$ cat src/core/timer_one_cfg.svh
// Offsets, field positions, reset values and timing counts of the 16-bit timer.
`ifndef TIMER_ONE_CFG_SVH
`define TIMER_ONE_CFG_SVH

// Byte addresses on the register bus.
`define OFS_COUNT_LOW 8'h00
`define OFS_COUNT_HIGH 8'h04
`define OFS_FLAG_REG 8'h08
`define OFS_ENABLE_REG 8'h0c
`define OFS_CONTROL 8'h10

// Bit positions in the control register.
`define BIT_COUNTER_ON 0
`define BIT_CLOCK_SRC 1
`define BIT_SYNC_DIS 2
`define BIT_OSC_EN 3
`define BIT_PRESCALE_LO 4
`define BIT_STATUS 6

// Bit position of the overflow flag and of its enable.
`define BIT_OVERFLOW 0

// Reset values and masks.
`define CONTROL_RESET 8'h00
`define CONTROL_WR_MASK 8'h3f
`define COUNT_RESET 16'h0000
`define COUNT_ALL_ONES 16'hffff

// System clock select code for the timer oscillator.
`define SCS_TIMER_OSC 2'h1

// Core clock cycles per instruction cycle (Fosc/4).
`define INSN_CYCLES 4

`endif

$ cat src/core/timer_one_pkg.sv
// Types shared by the 16-bit timer files.
package timer_one_pkg;

	// Control register layout, bit 7 down to bit 0.
	typedef struct packed {
		logic unused;
		logic sysclk_from_timer_osc;
		logic [1:0] input_prescale_sel;
		logic crystal_osc_enable;
		logic ext_sync_disable;
		logic clock_source_sel;
		logic counter_on;
	} control_t;

	// The two crystal pins, input pin high, output pin low.
	typedef struct packed {
		logic crystal_in_pin;
		logic crystal_out_pin;
	} osc_pins_t;

	// What advances the count.
	typedef enum logic [1:0] {MODE_TIMER, MODE_SYNC_COUNT, MODE_ASYNC_COUNT} mode_t;

endpackage

$ cat src/core/prescale_div.sv
// Input prescaler that passes one of every 1, 2, 4 or 8 ticks.
module prescale_div #(
	parameter int SEL_W = 2
) (
	input wire logic clk_i,
	input wire logic rst_i,
	input wire logic clear_i,
	input wire logic [SEL_W-1:0] sel_i,
	input wire logic tick_i,
	output logic tick_o
);
	localparam int CNT_W = (1 << SEL_W) - 1;

	// Refuse selector widths the counter cannot serve.
	if (SEL_W < 1 || SEL_W > 3) begin : g_bad_sel
		$error("prescale_div: SEL_W must be 1 to 3");
	end

	logic [CNT_W-1:0] div_ff;
	logic [CNT_W-1:0] mask;

	// Low bits of the divider that must all be set for a tick to pass.
	function automatic logic [CNT_W-1:0] low_mask(input logic [SEL_W-1:0] sel);
		low_mask = CNT_W'((1 << sel) - 1);
	endfunction

	// Pass a tick when the selected low bits of the divider are all ones.
	assign mask = low_mask(sel_i);
	assign tick_o = tick_i && ((div_ff & mask) == mask);

	// Divider advances on each input tick and restarts on clear.
	always_ff @(posedge clk_i) begin
		if (rst_i || clear_i) begin
			div_ff <= '0;
		end else if (tick_i) begin
			div_ff <= div_ff + 1'b1;
		end
	end
endmodule // prescale_div

$ cat src/core/timer_one.sv
// 16-bit timer/counter with prescaler, crystal oscillator control and Wishbone registers.
// What this block does
// - 16-bit count in two bytes, wraps to zero.
// - Wrap sets overflow flag until software clears.
// - Overflow interrupt passes only when enable set.
// - Control bit 6 shows timer oscillator clocking system.
// - Status set when oscillator on and select 01.
// - Status follows real clock source under fail-safe.
// - Timer, synchronous or asynchronous counter modes.
// - Timer mode counts once per instruction cycle.
// - External mode counts rising pin edges only.
// - Counter on bit runs or holds count.
// - Prescale bits divide by 1, 2, 4, 8.
// - Oscillator enable bit powers crystal inverter.
// - Oscillator enabled forces pins input, reads zero.
// - Special event trigger clears the count.
// - Oscillator keeps running in power-managed modes.
// - Special event reset never sets overflow flag.
`include "timer_one_cfg.svh"

module timer_one #(
	parameter int INSN_CYCLES = `INSN_CYCLES
) (
	input wire logic clk_i,
	input wire logic rst_i,
	input wire logic [7:0] wb_adr_i,
	input wire logic [31:0] wb_dat_i,
	input wire logic [3:0] wb_sel_i,
	input wire logic wb_we_i,
	input wire logic wb_cyc_i,
	input wire logic wb_stb_i,
	output logic [31:0] wb_dat_o,
	output logic wb_ack_o,
	input wire logic ext_count_pin_i,
	input wire logic special_event_i,
	input wire logic [1:0] system_clock_select_i,
	input wire logic osc_running_i,
	input wire timer_one_pkg::osc_pins_t port_direction_reg_i,
	input wire timer_one_pkg::osc_pins_t port_data_i,
	input wire timer_one_pkg::osc_pins_t pin_level_i,
	output timer_one_pkg::osc_pins_t pin_oe_o,
	output timer_one_pkg::osc_pins_t pin_out_o,
	output timer_one_pkg::osc_pins_t port_read_o,
	output logic crystal_drive_o,
	output logic overflow_irq_o,
	output logic sysclk_from_timer_osc_o
);
	import timer_one_pkg::*;

	// Refuse an instruction divider the phase counter cannot serve.
	if (INSN_CYCLES < 1 || INSN_CYCLES > 16) begin : g_bad_insn
		$error("timer_one: INSN_CYCLES must be 1 to 16");
	end

	control_t ctrl_ff;
	logic [15:0] count_ff;
	logic overflow_flag_ff;
	logic overflow_irq_enable_ff;
	logic ack_ff;
	logic [31:0] rdata_ff;
	logic [3:0] meta_ff;
	logic [3:0] sync_ff;
	logic edge_prev_ff;
	logic edge_pend_ff;
	logic [3:0] phase_ff;
	logic irq_ff;
	logic status_ff;
	logic drive_ff;
	osc_pins_t oe_ff;
	osc_pins_t out_ff;
	osc_pins_t read_ff;

	logic bus_hit;
	logic bus_wr;
	logic wr_low;
	logic wr_high;
	logic wr_count;
	logic wr_flag;
	logic insn_tick;
	logic src_level;
	logic rise;
	logic raw_tick;
	logic pre_tick;
	logic inc;
	logic wrap;
	mode_t mode;
	osc_pins_t pin_sync;

	// True when an access targets the given register.
	function automatic logic addr_is(input logic [7:0] adr, input logic [7:0] ofs);
		addr_is = (adr == ofs);
	endfunction

	// A request is answered one cycle after it is first seen; a write lands at the
	// edge where the master samples that answer, while it still holds the request.
	assign bus_hit = wb_cyc_i && wb_stb_i && !ack_ff;
	assign bus_wr = wb_cyc_i && wb_stb_i && ack_ff && wb_we_i && wb_sel_i[0];
	assign wr_low = bus_wr && addr_is(wb_adr_i, `OFS_COUNT_LOW);
	assign wr_high = bus_wr && addr_is(wb_adr_i, `OFS_COUNT_HIGH);
	assign wr_count = wr_low || wr_high;
	assign wr_flag = bus_wr && addr_is(wb_adr_i, `OFS_FLAG_REG);

	// Acknowledge a single-cycle pulse for every access, mapped or not.
	always_ff @(posedge clk_i) begin
		if (rst_i) begin
			ack_ff <= 1'b0;
		end else begin
			ack_ff <= bus_hit;
		end
	end

	// Read data is latched with the acknowledge; unmapped reads give zero.
	always_ff @(posedge clk_i) begin
		if (rst_i) begin
			rdata_ff <= 32'h0000_0000;
		end else if (bus_hit && !wb_we_i) begin
			unique case (wb_adr_i)
				`OFS_COUNT_LOW: rdata_ff <= {24'h00_0000, count_ff[7:0]};
				`OFS_COUNT_HIGH: rdata_ff <= {24'h00_0000, count_ff[15:8]};
				`OFS_FLAG_REG: rdata_ff <= {31'h0000_0000, overflow_flag_ff};
				`OFS_ENABLE_REG: rdata_ff <= {31'h0000_0000, overflow_irq_enable_ff};
				`OFS_CONTROL: rdata_ff <= {24'h00_0000, 1'b0, ctrl_ff[6:0]};
				default: rdata_ff <= 32'h0000_0000;
			endcase
		end
	end

	// Control register: bit 6 is status only, bit 7 never stores.
	always_ff @(posedge clk_i) begin
		if (rst_i) begin
			ctrl_ff <= `CONTROL_RESET;
		end else begin
			if (bus_wr && addr_is(wb_adr_i, `OFS_CONTROL)) begin
				ctrl_ff[5:0] <= 6'(wb_dat_i[7:0] & `CONTROL_WR_MASK);
			end
			ctrl_ff.sysclk_from_timer_osc <= status_ff;
			ctrl_ff.unused <= 1'b0;
		end
	end

	// Overflow enable bit.
	always_ff @(posedge clk_i) begin
		if (rst_i) begin
			overflow_irq_enable_ff <= 1'b0;
		end else if (bus_wr && addr_is(wb_adr_i, `OFS_ENABLE_REG)) begin
			overflow_irq_enable_ff <= wb_dat_i[`BIT_OVERFLOW];
		end
	end

	// Every pin and the oscillator monitor pass two flip-flops first.
	always_ff @(posedge clk_i) begin
		if (rst_i) begin
			meta_ff <= 4'h0;
			sync_ff <= 4'h0;
		end else begin
			meta_ff <= {osc_running_i, pin_level_i, ext_count_pin_i};
			sync_ff <= meta_ff;
		end
	end
	assign pin_sync = sync_ff[2:1];

	// Instruction-cycle strobe, one core cycle in every INSN_CYCLES.
	always_ff @(posedge clk_i) begin
		if (rst_i) begin
			phase_ff <= 4'h0;
		end else if (phase_ff == 4'(INSN_CYCLES - 1)) begin
			phase_ff <= 4'h0;
		end else begin
			phase_ff <= phase_ff + 4'h1;
		end
	end
	assign insn_tick = (phase_ff == 4'(INSN_CYCLES - 1));

	// Operating mode from the source and synchronisation bits.
	always_comb begin
		if (!ctrl_ff.clock_source_sel) begin
			mode = MODE_TIMER;
		end else if (ctrl_ff.ext_sync_disable) begin
			mode = MODE_ASYNC_COUNT;
		end else begin
			mode = MODE_SYNC_COUNT;
		end
	end

	// With the crystal running the count comes from its input pin.
	assign src_level = ctrl_ff.crystal_osc_enable ? pin_sync.crystal_in_pin : sync_ff[0];

	// Only rising edges of the external source count.
	always_ff @(posedge clk_i) begin
		if (rst_i) begin
			edge_prev_ff <= 1'b0;
		end else begin
			edge_prev_ff <= src_level;
		end
	end
	assign rise = src_level && !edge_prev_ff;

	// In synchronous mode an edge waits for the next instruction cycle.
	// A new edge in the cycle the pending one is used keeps it pending.
	always_ff @(posedge clk_i) begin
		if (rst_i) begin
			edge_pend_ff <= 1'b0;
		end else if (rise) begin
			edge_pend_ff <= 1'b1;
		end else if (insn_tick) begin
			edge_pend_ff <= 1'b0;
		end
	end

	// Raw tick before the prescaler for each mode.
	always_comb begin
		unique case (mode)
			MODE_TIMER: raw_tick = insn_tick;
			MODE_SYNC_COUNT: raw_tick = edge_pend_ff && insn_tick;
			MODE_ASYNC_COUNT: raw_tick = rise;
		endcase
	end

	// Prescaler restarts while stopped, on a count write or on the trigger.
	prescale_div #(
		.SEL_W(2)
	) u_prescale (
		.clk_i(clk_i),
		.rst_i(rst_i),
		.clear_i(!ctrl_ff.counter_on || wr_count || special_event_i),
		.sel_i(ctrl_ff.input_prescale_sel),
		.tick_i(raw_tick && ctrl_ff.counter_on),
		.tick_o(pre_tick)
	);

	// A tick counts only while the counter is on; a wrap needs a plain increment.
	assign inc = pre_tick && ctrl_ff.counter_on;
	assign wrap = inc && (count_ff == `COUNT_ALL_ONES) && !special_event_i && !wr_count;

	// Trigger reset beats a write, a write beats counting.
	always_ff @(posedge clk_i) begin
		if (rst_i) begin
			count_ff <= `COUNT_RESET;
		end else if (special_event_i) begin
			count_ff <= `COUNT_RESET;
		end else if (wr_low) begin
			count_ff[7:0] <= wb_dat_i[7:0];
		end else if (wr_high) begin
			count_ff[15:8] <= wb_dat_i[7:0];
		end else if (inc) begin
			count_ff <= count_ff + 16'h0001;
		end
	end

	// Overflow flag: a wrap in the same cycle as a clear keeps it set.
	always_ff @(posedge clk_i) begin
		if (rst_i) begin
			overflow_flag_ff <= 1'b0;
		end else if (wrap) begin
			overflow_flag_ff <= 1'b1;
		end else if (wr_flag) begin
			overflow_flag_ff <= wb_dat_i[`BIT_OVERFLOW];
		end
	end

	// Interrupt line is the flag gated by its enable.
	always_ff @(posedge clk_i) begin
		if (rst_i) begin
			irq_ff <= 1'b0;
		end else begin
			irq_ff <= overflow_flag_ff && overflow_irq_enable_ff;
		end
	end

	// Status shows the source actually clocking the system, so a failed
	// crystal under the clock monitor drops it three core clocks later.
	always_ff @(posedge clk_i) begin
		if (rst_i) begin
			status_ff <= 1'b0;
		end else begin
			status_ff <= ctrl_ff.crystal_osc_enable && sync_ff[3]
				&& (system_clock_select_i == `SCS_TIMER_OSC);
		end
	end

	// The inverter follows the enable bit alone, so power modes never stop it.
	always_ff @(posedge clk_i) begin
		if (rst_i) begin
			drive_ff <= 1'b0;
		end else begin
			drive_ff <= ctrl_ff.crystal_osc_enable;
		end
	end

	// With the crystal on, both pins are inputs and port reads give zero.
	// A direction bit of one means input.
	always_ff @(posedge clk_i) begin
		if (rst_i) begin
			oe_ff <= 2'h0;
			out_ff <= 2'h0;
			read_ff <= 2'h0;
		end else begin
			out_ff <= port_data_i;
			if (ctrl_ff.crystal_osc_enable) begin
				oe_ff <= 2'h0;
				read_ff <= 2'h0;
			end else begin
				oe_ff <= ~port_direction_reg_i;
				read_ff <= pin_sync;
			end
		end
	end

	// Every output comes straight from its flip-flop.
	assign wb_ack_o = ack_ff;
	assign wb_dat_o = rdata_ff;
	assign overflow_irq_o = irq_ff;
	assign sysclk_from_timer_osc_o = status_ff;
	assign crystal_drive_o = drive_ff;
	assign pin_oe_o = oe_ff;
	assign pin_out_o = out_ff;
	assign port_read_o = read_ff;
endmodule // timer_one

$ cat config.mk
export PLATFORM = sky130hd
export DESIGN_NAME = timer_one
export DESIGN_NICKNAME = d
export VERILOG_FILES = /design/src/core/timer_one_pkg.sv /design/src/core/prescale_div.sv /design/src/core/timer_one.sv
export VERILOG_INCLUDE_DIRS = /design/src /design/src/core
export SDC_FILE = /design/constraint.sdc
export NUM_CORES = 1
export LEC_CHECK = 0
export ABC_AREA = 1
export ABC_CLOCK_PERIOD_IN_PS = 3200
export BUFFER_PORTS_ARGS = -buffer_cell sky130_fd_sc_hd__buf_2
export CAP_MARGIN = 10
export CORE_MARGIN = 2
export CORE_UTILIZATION = 55
export DETAILED_ROUTE_END_ITERATION = 6
export HOLD_SLACK_MARGIN = 0.15
export PLACE_DENSITY = 0.93
export SLEW_MARGIN = 15
export SYNTH_ARGS = -nofsm -noshare
export SYNTH_HDL_FRONTEND = slang
export SYNTH_SLANG_ARGS = --single-unit
$ cat constraint.sdc
create_clock -name clk_i -period 3.2 [get_ports clk_i]
set_clock_uncertainty 0.05 [all_clocks]
set_input_delay 0 -clock clk_i [delete_from_list [all_inputs] [get_ports clk_i]]
set_output_delay 0 -clock clk_i [all_outputs]
set_load 0.005 [all_outputs]
==> impl_results.md, run 1 <==
* RSZ-0062 raised after global routing: false
* Final Wtd Congestion at 0.941
* Fmax at slightly above 400 MHz
* Pin count of the biggest net entering global routing at 28
* Delay-heaviest family, CP: simple AND/OR/NAND/NOR gates
* DP HPWL at 6.19 mm
* Synth top area share at a little over a third
* Congestion Overflow GR at 0
* Final Power at 1.53 mW
* Syn Std Cell Area at ~0.0033 sq mm
* P&R area growth vs syn at 24.8%
* Fin util at 70.2%
* DR vias at 3785
* Final hold violations at 0
* Peak supply drop at approximately 0.00033 V
* Slowest cell on crit path: dlygate4sd3_1
* Final ANT Viol Nets at 0
* Critical Path RT at about 3400 ps
* Total track usage at about 33%
* Post-synth EDFFs at 0
* DRT iter0 DRCs at ~400
* Wire per inst at 15.6 um
* IO Port Bufs at 50
* CP Class: register to register
* Max_slew headroom at between 40 and 50%
* Placed Cells at 614
* Detailed Routing Iterations Pass 1 at 7
* Post-Syn Instances at 498
* Final WS setup at 713 ps
* Worst-margin pin slew at 778 ps
* Fin area at between 0.004 and 0.005 sq mm
* Die H at between 80 and 90 um
* Non-filler cells, final at 675
* Met2 GRT Util at between 50% and 60%
* Post-synthesis area per instance at about 6.6 sq um
* Place WS at roughly 1300 ps
* Post-CTS setup buffer count at 0
* Cts hold-fix bufs at 45
* Syn. warnings at 0
* Setup TNS at 0 ps
* Num CTS Buffers at 9
* Pwr/cell area at 371 mW/mm^2
* Critical-path cell list: nand3_1 > nor2_4 > nand3_4 > nand2_2 > nand2_4 > nor2_1 > nor2_1 > dlygate4sd3_1
* Most common cell on crit path: nor2_1
* Core Footprint at slightly below 0.006 sq mm
* Final setup fails at 0
* FFs w/ async S/R, synth at 0%
* Clock root buffer: clkbuf_8
* Routed wire length at about 11 mm
* Layout Nets at 658
* Initial Util at 56.2%
* Clock latency on the worst-skew pair at ~360 ps
* ANT cells at 0
* Cell taking the most area after synthesis: dfxtp_1
* Hold_ws at 196 ps
* Row Count at 28
* Period Utilization, post-route at 77.7%
* Clock sinks at 60
* GRT busiest layer: met2
* Commonest cells in the netlist: nand2_1, nor2_1, dfxtp_1, inv_1, nand3_1
* Max cap viols at 0
* Startpoint types: register
* IO Pins at 102
* Synth area leaders: dfxtp_1, nand2_1, nor2_1, nand3_1, buf_4
* Sequential share of the synthesized area at a little over a third
* Grt met3 use at 7.91%
* Worst-path clk slew at 70 ps
* Worst Setup End Kind: register
* Fraction of layout cells with a size suffix above 1 at 16.7%
* Status: finished clean
* Met1 Use GR at between 30% and 40%
* CP arrival at 2680 ps
* Buf/Inv on CP at 1
* CP peak stage delay at 550 ps
* CTS tree: done
* Die W at 81.6 um
* Most frequent cell after synthesis: nand2_1
* Worst Hold Class: input pin to register
* Die Area at around 0.0067 sq mm
* Htree depth at 3
* Cts repair resizes at 0
* Dpl cell area at about 0.0035 sq mm
* Vias per cell at between 5 and 6
* Static leakage at ~1.9 nW
* Drt drc at 0
* Synth Flop Type: dfxtp_1
* Synth Register Bits at 60
* Synth unique cells at 34
* Initial antenna violation count at 0
* CP max FO at 15
* Pins Over Slew Limit at 0
* Vias in the first global route at ~3600
* Tmin final at 2490 ps
* CTS Buffer Depth at 2
* First-pass GRT wire length at about 17 mm
## worst paths after layout
check,start,to,slack [ps],cells after the start
worst max-delay path,wb_ack_o$_SDFF_PP0_,count_ff[15]$_SDFFE_PP0P_,710,8
worst min-delay path,wb_adr_i[4],ctrl_ff[0]$_SDFFE_PP0P_,200,6
worst min register to register,meta_ff[3]$_SDFF_PP0_,sync_ff[3]$_SDFF_PP0_,360,2
worst max register to register,wb_ack_o$_SDFF_PP0_,count_ff[15]$_SDFFE_PP0P_,710,8
## sequential cells by signal, summed over array words and instances (netlist names), 2 cells and up
name,count
port_read_o,2
phase_ff,4
u_prescale.div_ff,3
meta_ff,4
sync_ff,4
pin_out_o,2
ctrl_ff,7
count_ff,16
wb_dat_o,8
pin_oe_o,2
## cell type report
class	count	area, sq um
fillers	431	1750
multi-input cells	370	1740
flip-flops and latches	60	1200
repair buffers	96	708
inverters	58	218
clock buffers	9	124
well taps	75	93.8
clock inverters	7	52.6
## layer usage
layer | up-vias | part of all wire, %
li1 | 1724 | -
met1 | 1694 | 35
met2 | 279 | 47
met3 | 88 | 10
met4 | 0 | 7.5
met5 | - | 0
## cell families (layout without fill, tap and decap cells)
group                    count (synthesis)  in the layout  synth area share [%]
flip-flops                              60             60                  36.3
other                                    1             24                 0.113
AO/OA/AOI/OAI                           53             53                  8.39
XOR/XNOR                                 4              4                  1.06
AND/OR/NAND/NOR                        286            286                  39.1
adder cells (fa/ha/maj)                  3              3                  1.13
buffers and inverters                   91            170                  13.9
## where the power goes
group | total [mW] | internal (mW) | switching, mW | leakage (nW)
clock | 0.626 | 0.284 | 0.342 | 0.0896
sequential | 0.768 | 0.761 | 0.00709 | 0.487
combinational | 0.138 | 0.0597 | 0.0782 | 1.33
## worst reg2reg max path, stage by stage (launching register included)
cell and delay [ps]:
dfxtp_1 400, nand3_1 140, nor2_4 380, nand3_4 290, nand2_2 270, nand2_4 120
nor2_1 130, nor2_1 50, dlygate4sd3_1 550
## layout by cell type, fill, tap and decap left out
cell type	count
a21oi_1	24
a31oi_1	1
buf_2	50
buf_4	1
clkbuf_8	9
clkinv_2	2
clkinv_4	3
clkinvlp_4	1
conb_1	24
dfxtp_1	60
dlygate4sd3_1	45
ha_1	3
inv_1	50
inv_2	8
inv_6	1
nand2_1	130
nand2_2	6
nand2_4	1
nand3_1	50
nand3_2	1
nand3_4	1
nand3b_1	2
nand4_1	4
nand4_2	1
nor2_1	68
nor2_2	4
nor2_4	5
nor3_1	6
nor3_2	2
nor3_4	1
nor4_1	1
o211ai_1	3
o21ai_0	22
o21ai_1	2
o21ai_2	1
or2_0	1
or2_2	2
xor2_1	4
Note: power is estimated with default switching activity, not from simulation.
==> inputs of run 2 (changes only) <==
Settings changed: ABC_CLOCK_PERIOD_IN_PS 3200 to 2000, CORE_UTILIZATION 55 to 47, PLACE_DENSITY 0.93 to 0.85.
Clock period 3.2 ns to 2 ns, I/O delays scaled along.
==> impl_results.md, run 2 (synthesis results as in run 1) <==
* CP Class: input pin to register
* Htree depth at 3
* Hold_ws at 182 ps
* Most common cell on crit path: dlygate4sd3_1
* Final setup fails at 1
* Pin count of the biggest net entering global routing at 27
* Worst Hold Class: input pin to register
* Fin area at 0.00426 sq mm
* CP arrival at 2300 ps
* Critical-path cell list: dlygate4sd3_1 > buf_2 > nor2_2 > nand2_4 > clkinvlp_4 > nand2_2 > nor2_4 > o21ai_1 > a21oi_1 > dlygate4sd3_1
* Row Count at 30
* Core Footprint at 0.00679 sq mm
* Period Utilization, post-route at 104%
* Num CTS Buffers at 9
* Detailed Routing Iterations Pass 1 at 7
* Startpoint types: input pin
* Final ANT Viol Nets at 0
* Failing checks: design-rule violations, negative setup slack
* Total track usage at about a quarter
* DP HPWL at 5.98 mm
* Max_slew headroom at 26.0%
* Delay-heaviest family, CP: buffers and inverters
* IO Pins at 102
* Multi-input gate area at 0.00175 sq mm
* Worst-margin pin slew at ~1100 ps
* IO Port Bufs at 50
* Worst-path clk slew at 70 ps
* Wire per inst at roughly 15 um
* Clock latency on the worst-skew pair at 330 ps
* P&R area growth vs syn at 28.7%
* Die Area at between 0.007 and 0.008 sq mm
* Die H at around 88 um
* Initial Util at 48.7%
* Worst Setup End Kind: register
* Most common cell after layout, fill and taps aside: nand2_1
* Static leakage at around 2.0 nW
* Buf/Inv on CP at 4
* Most frequent cells in the layout: nand2_1, nor2_1, dfxtp_1
* Pwr/cell area at 626 mW/mm^2
* Max reg flops at 16
* Routed wire length at 10.2 mm
* Dpl cell area at 0.00358 sq mm
* Final Wtd Congestion at 0.905
* Fill count at 560
* Fraction of layout cells with a size suffix above 1 at 19.1%
* Die W at between 80 and 90 um
* Final WS setup at -74.7 ps
* DRT iter0 DRCs at 456
* CP max FO at 7
* Vias per cell at 5.34
* Clock root buffer: clkbuf_8
* Status: complete, but fails checks
* Most flop-heavy register: count_ff
* DR vias at 3757
* Tmin final at between 2000 and 2500 ps
* First-pass GRT wire length at 15.5 mm
* Place WS at 316 ps
* Layout Nets at 666
* Reg area at 0.00120 sq mm
* Vias in the first global route at 3381
* Final hold violations at 0
* Congestion Overflow GR at 0
* Critical Path RT at 2220 ps
* Fin util at 62.7%
* CTS Buffer Depth at 2
* Clock sinks at 60
* ANT cells at 0
* Pins Over Slew Limit at 0
* CTS tree: done
* Initial antenna violation count at 0
* Max cap viols at 0
* Drt drc at 16
* CP peak stage delay at 600 ps
* Fmax at about 480 MHz
* Slowest cell on crit path: dlygate4sd3_1
* Peak supply drop at 0.000559 V
==> run 2: cell types whose count changed in the layout (fill, tap and decap cells not counted), moves of 2 or more <==
cell | previous run | this run
dlygate4sd3_1 | 45 | 38
clkbuf_1 | 0 | 2
clkinv_4 | 3 | 0
buf_4 | 1 | 16
bufinv_16 | 0 | 2
==> run 2: repair_timing <==
action                                  in CTS  in global routing
setup buffers                                0                  9
hold endpoints to repair                    50                  0
gates resized for setup                      0                  6
endpoints found under the setup margin       0                  3
hold buffers                                39                  0
==> run 2: worst paths after layout <==
kind	slack, ps	end	startpoint	cells after the start
setup / recovery	-70	ctrl_ff[2]$_SDFFE_PP0P_	wb_adr_i[3]	10
hold reg to reg	370	sync_ff[2]$_SDFF_PP0_	meta_ff[2]$_SDFF_PP0_	2
setup reg to reg	40	ctrl_ff[2]$_SDFFE_PP0P_	wb_ack_o$_SDFF_PP0_	7
hold / removal	180	wb_dat_o[7]$_SDFFE_PP0P_	wb_cyc_i	5
==> run 2: layer usage <==
| layer | wire, um | vias to the layer above | track usage [%] |
|---|---|---|---|
| met5 | 0 | - | 0 |
| met2 | 4830 | 288 | 43.0 |
| met1 | 3540 | 1634 | 29.4 |
| met4 | 838 | 0 | 17.8 |
| li1 | - | 1740 | - |
| met3 | 1010 | 95 | 7.35 |
==> run 2: per-stage QoR <==
step | std cells | power, mW | TNS (ps)
after floorplan | 521 | 1.37 | 0
after global placement | 641 | 1.40 | 0
after detailed placement | 641 | 1.41 | 0
after CTS | 696 | 2.64 | 0
after global routing | 704 | 2.75 | -84.4
final | 704 | 2.67 | -74.7
==> run 2: final cells by class <==
cell class                 count  area share (%)
clock buffer                  12            3.41
clock inverter                 4            1.70
inverter                      58            5.20
multi-input combinational    370            41.0
sequential                    60            28.2
tap                           96            2.82
timing repair buffer         104            17.6
==> run 2: report_power, final <==
part	internal [mW]	total, mW	switching (mW)
combinational	0.103	0.224	0.121
clock	0.735	1.22	0.480
sequential	1.22	1.23	0.0101
total	2.06	2.67	0.612
==> run 2: worst reg2reg max path: cells and delay by family, from the launching register on <==
family / cells / cell delay (ps)
flops: 1 / 360
simple gates: 3 / 510
buf+inv: 2 / 680
compound gates: 2 / 320
==> inputs of run 3 (changes only) <==
Settings changed: SETUP_SLACK_MARGIN set to 0.3.
==> impl_results.md, run 3 (synthesis results as in run 1) <==
* First-pass GRT wire length at 15.4 mm
* Placed Cells at 641
* Final ANT Viol Nets at 0
* Detailed Routing Iterations Pass 1 at 5
* Final hold violations at 0
* Htree depth at 3
* Final Wtd Congestion at 0.905
* Worst-path clk slew at 70 ps
* Reg area at 0.00121 sq mm
* Static leakage at 1.96 nW
* Clock root buffer: clkbuf_8
* Fmax at 597 MHz
* Worst-margin pin slew at between 600 and 700 ps
* Final setup fails at 0
* Multi-input gate area at 0.00185 sq mm
* Die H at a little under 90 um
* DRT iter0 DRCs at 380
* Fill count at 529
* RSZ-0062 raised after global routing: true
* CP Class: register to register
* CP peak stage delay at roughly 380 ps
* Peak supply drop at 0.000419 V
* Row Count at 30
* Worst Setup End Kind: register
* Die Area at 0.00773 sq mm
* P&R area growth vs syn at 33.3%
* CP max FO at 8
* Setup TNS at 0 ps
* Pin count of the biggest net entering global routing at 19
* Critical-path cell list: nand3_1 > nor2_4 > buf_12 > nand3_4 > inv_4 > nand2_1 > nand2_1 > nand3_1 > nand2_1 > nor2_1
* ANT cells at 0
* Non-filler cells, final at between 700 and 800
* CTS Buffer Depth at 2
* Most common cell after layout, fill and taps aside: nand2_1
* Final Power at 2.70 mW
* Most common cell on crit path: nand2_1
* Critical Path RT at 2190 ps
* Vias in the first global route at 3375
* Max reg flops at 16
* Period Utilization, post-route at 83.8%
* Core Footprint at 0.00679 sq mm
* Drt drc at 0
* Wire per inst at about 15 um
* Initial Util at 48.7%
* Total track usage at about a quarter
* Most frequent cells in the layout: nand2_1, nor2_1, dfxtp_1
* Pwr/cell area at 611 mW/mm^2
* Initial antenna violation count at 0
* Routed wire length at approximately 10 mm
* CTS tree: done
* Vias per cell at 5.26
* DP HPWL at ~6 mm
* Congestion Overflow GR at 0
* Worst Hold Class: input pin to register
* Fraction of layout cells with a size suffix above 1 at 21.6%
* CP arrival at 1860 ps
* Max_slew headroom at 57.8%
* Tmin final at 1680 ps
* Slowest cell on crit path: dfxtp_2
* Clock latency on the worst-skew pair at 350 ps
* Die W at ~88 um
* Most flop-heavy register: count_ff
* Status: finished clean
* Fin util at between 60% and 70%
* Layout Nets at 669
* DR vias at 3721
* Num CTS Buffers at 9
* Clock sinks at 60
* IO Port Bufs at 50
* Startpoint types: register
* Max cap viols at 0
* IO Pins at 102
* Pins Over Slew Limit at 0
==> run 3: critical path: cells and delay by family, from the launching register on <==
family	cells	cell delay, ps
AND/OR/NAND/NOR	8	830
flip-flops	1	380
buffers and inverters	2	290
==> run 3: final timing paths <==
path | from | end | slack (ps) | cells after the start
setup / recovery | wb_ack_o$_SDFF_PP0_ | count_ff[9]$_SDFFE_PP0P_ | 320 | 10
hold / removal | wb_adr_i[4] | ctrl_ff[2]$_SDFFE_PP0P_ | 180 | 6
setup reg to reg | wb_ack_o$_SDFF_PP0_ | count_ff[9]$_SDFFE_PP0P_ | 320 | 10
hold reg to reg | meta_ff[2]$_SDFF_PP0_ | sync_ff[2]$_SDFF_PP0_ | 370 | 2
==> run 3: where the power goes <==
part / leakage (nW) / switching (mW) / internal [mW]
Combinational: 1.36 / 0.129 / 0.109
Sequential: 0.489 / 0.0121 / 1.22
Clock: 0.107 / 0.495 / 0.735
Total: 1.96 / 0.636 / 2.06
==> run 3: per-layer routing <==
metal | wire length (um) | track usage, %
met5 | 0 | 0
met4 | 656 | 15.0
met3 | 1000 | 6.22
met2 | 5100 | 43.5
met1 | 3560 | 29.4
==> run 3: what timing repair did <==
action                     in CTS  in global routing
pin swaps                       2                  8
resized for setup               0                 30
hold endpoints to repair       50                  0
gates cloned                    0                  1
hold buffers                   39                  0
buffers inserted                2                  8
setup endpoints to repair       5                 20
==> run 3: layout make-up <==
class	count	share of cell area (%)
flip-flops and latches	60	27.4
multi-input cells	371	41.9
inverters	58	5.08
repair buffers	106	18.0
clock buffers	12	3.29
clock inverters	4	1.64
well taps	96	2.72
==> run 3: through the flow <==
step	setup WS (ps)	cell area [sq um]	hold WS [ps]
floorplan	579	3400	22.4
finish	324	4410	179
detailed placement	316	3580	112
global placement	353	3580	107
global route	216	4410	231
CTS	298	4210	155
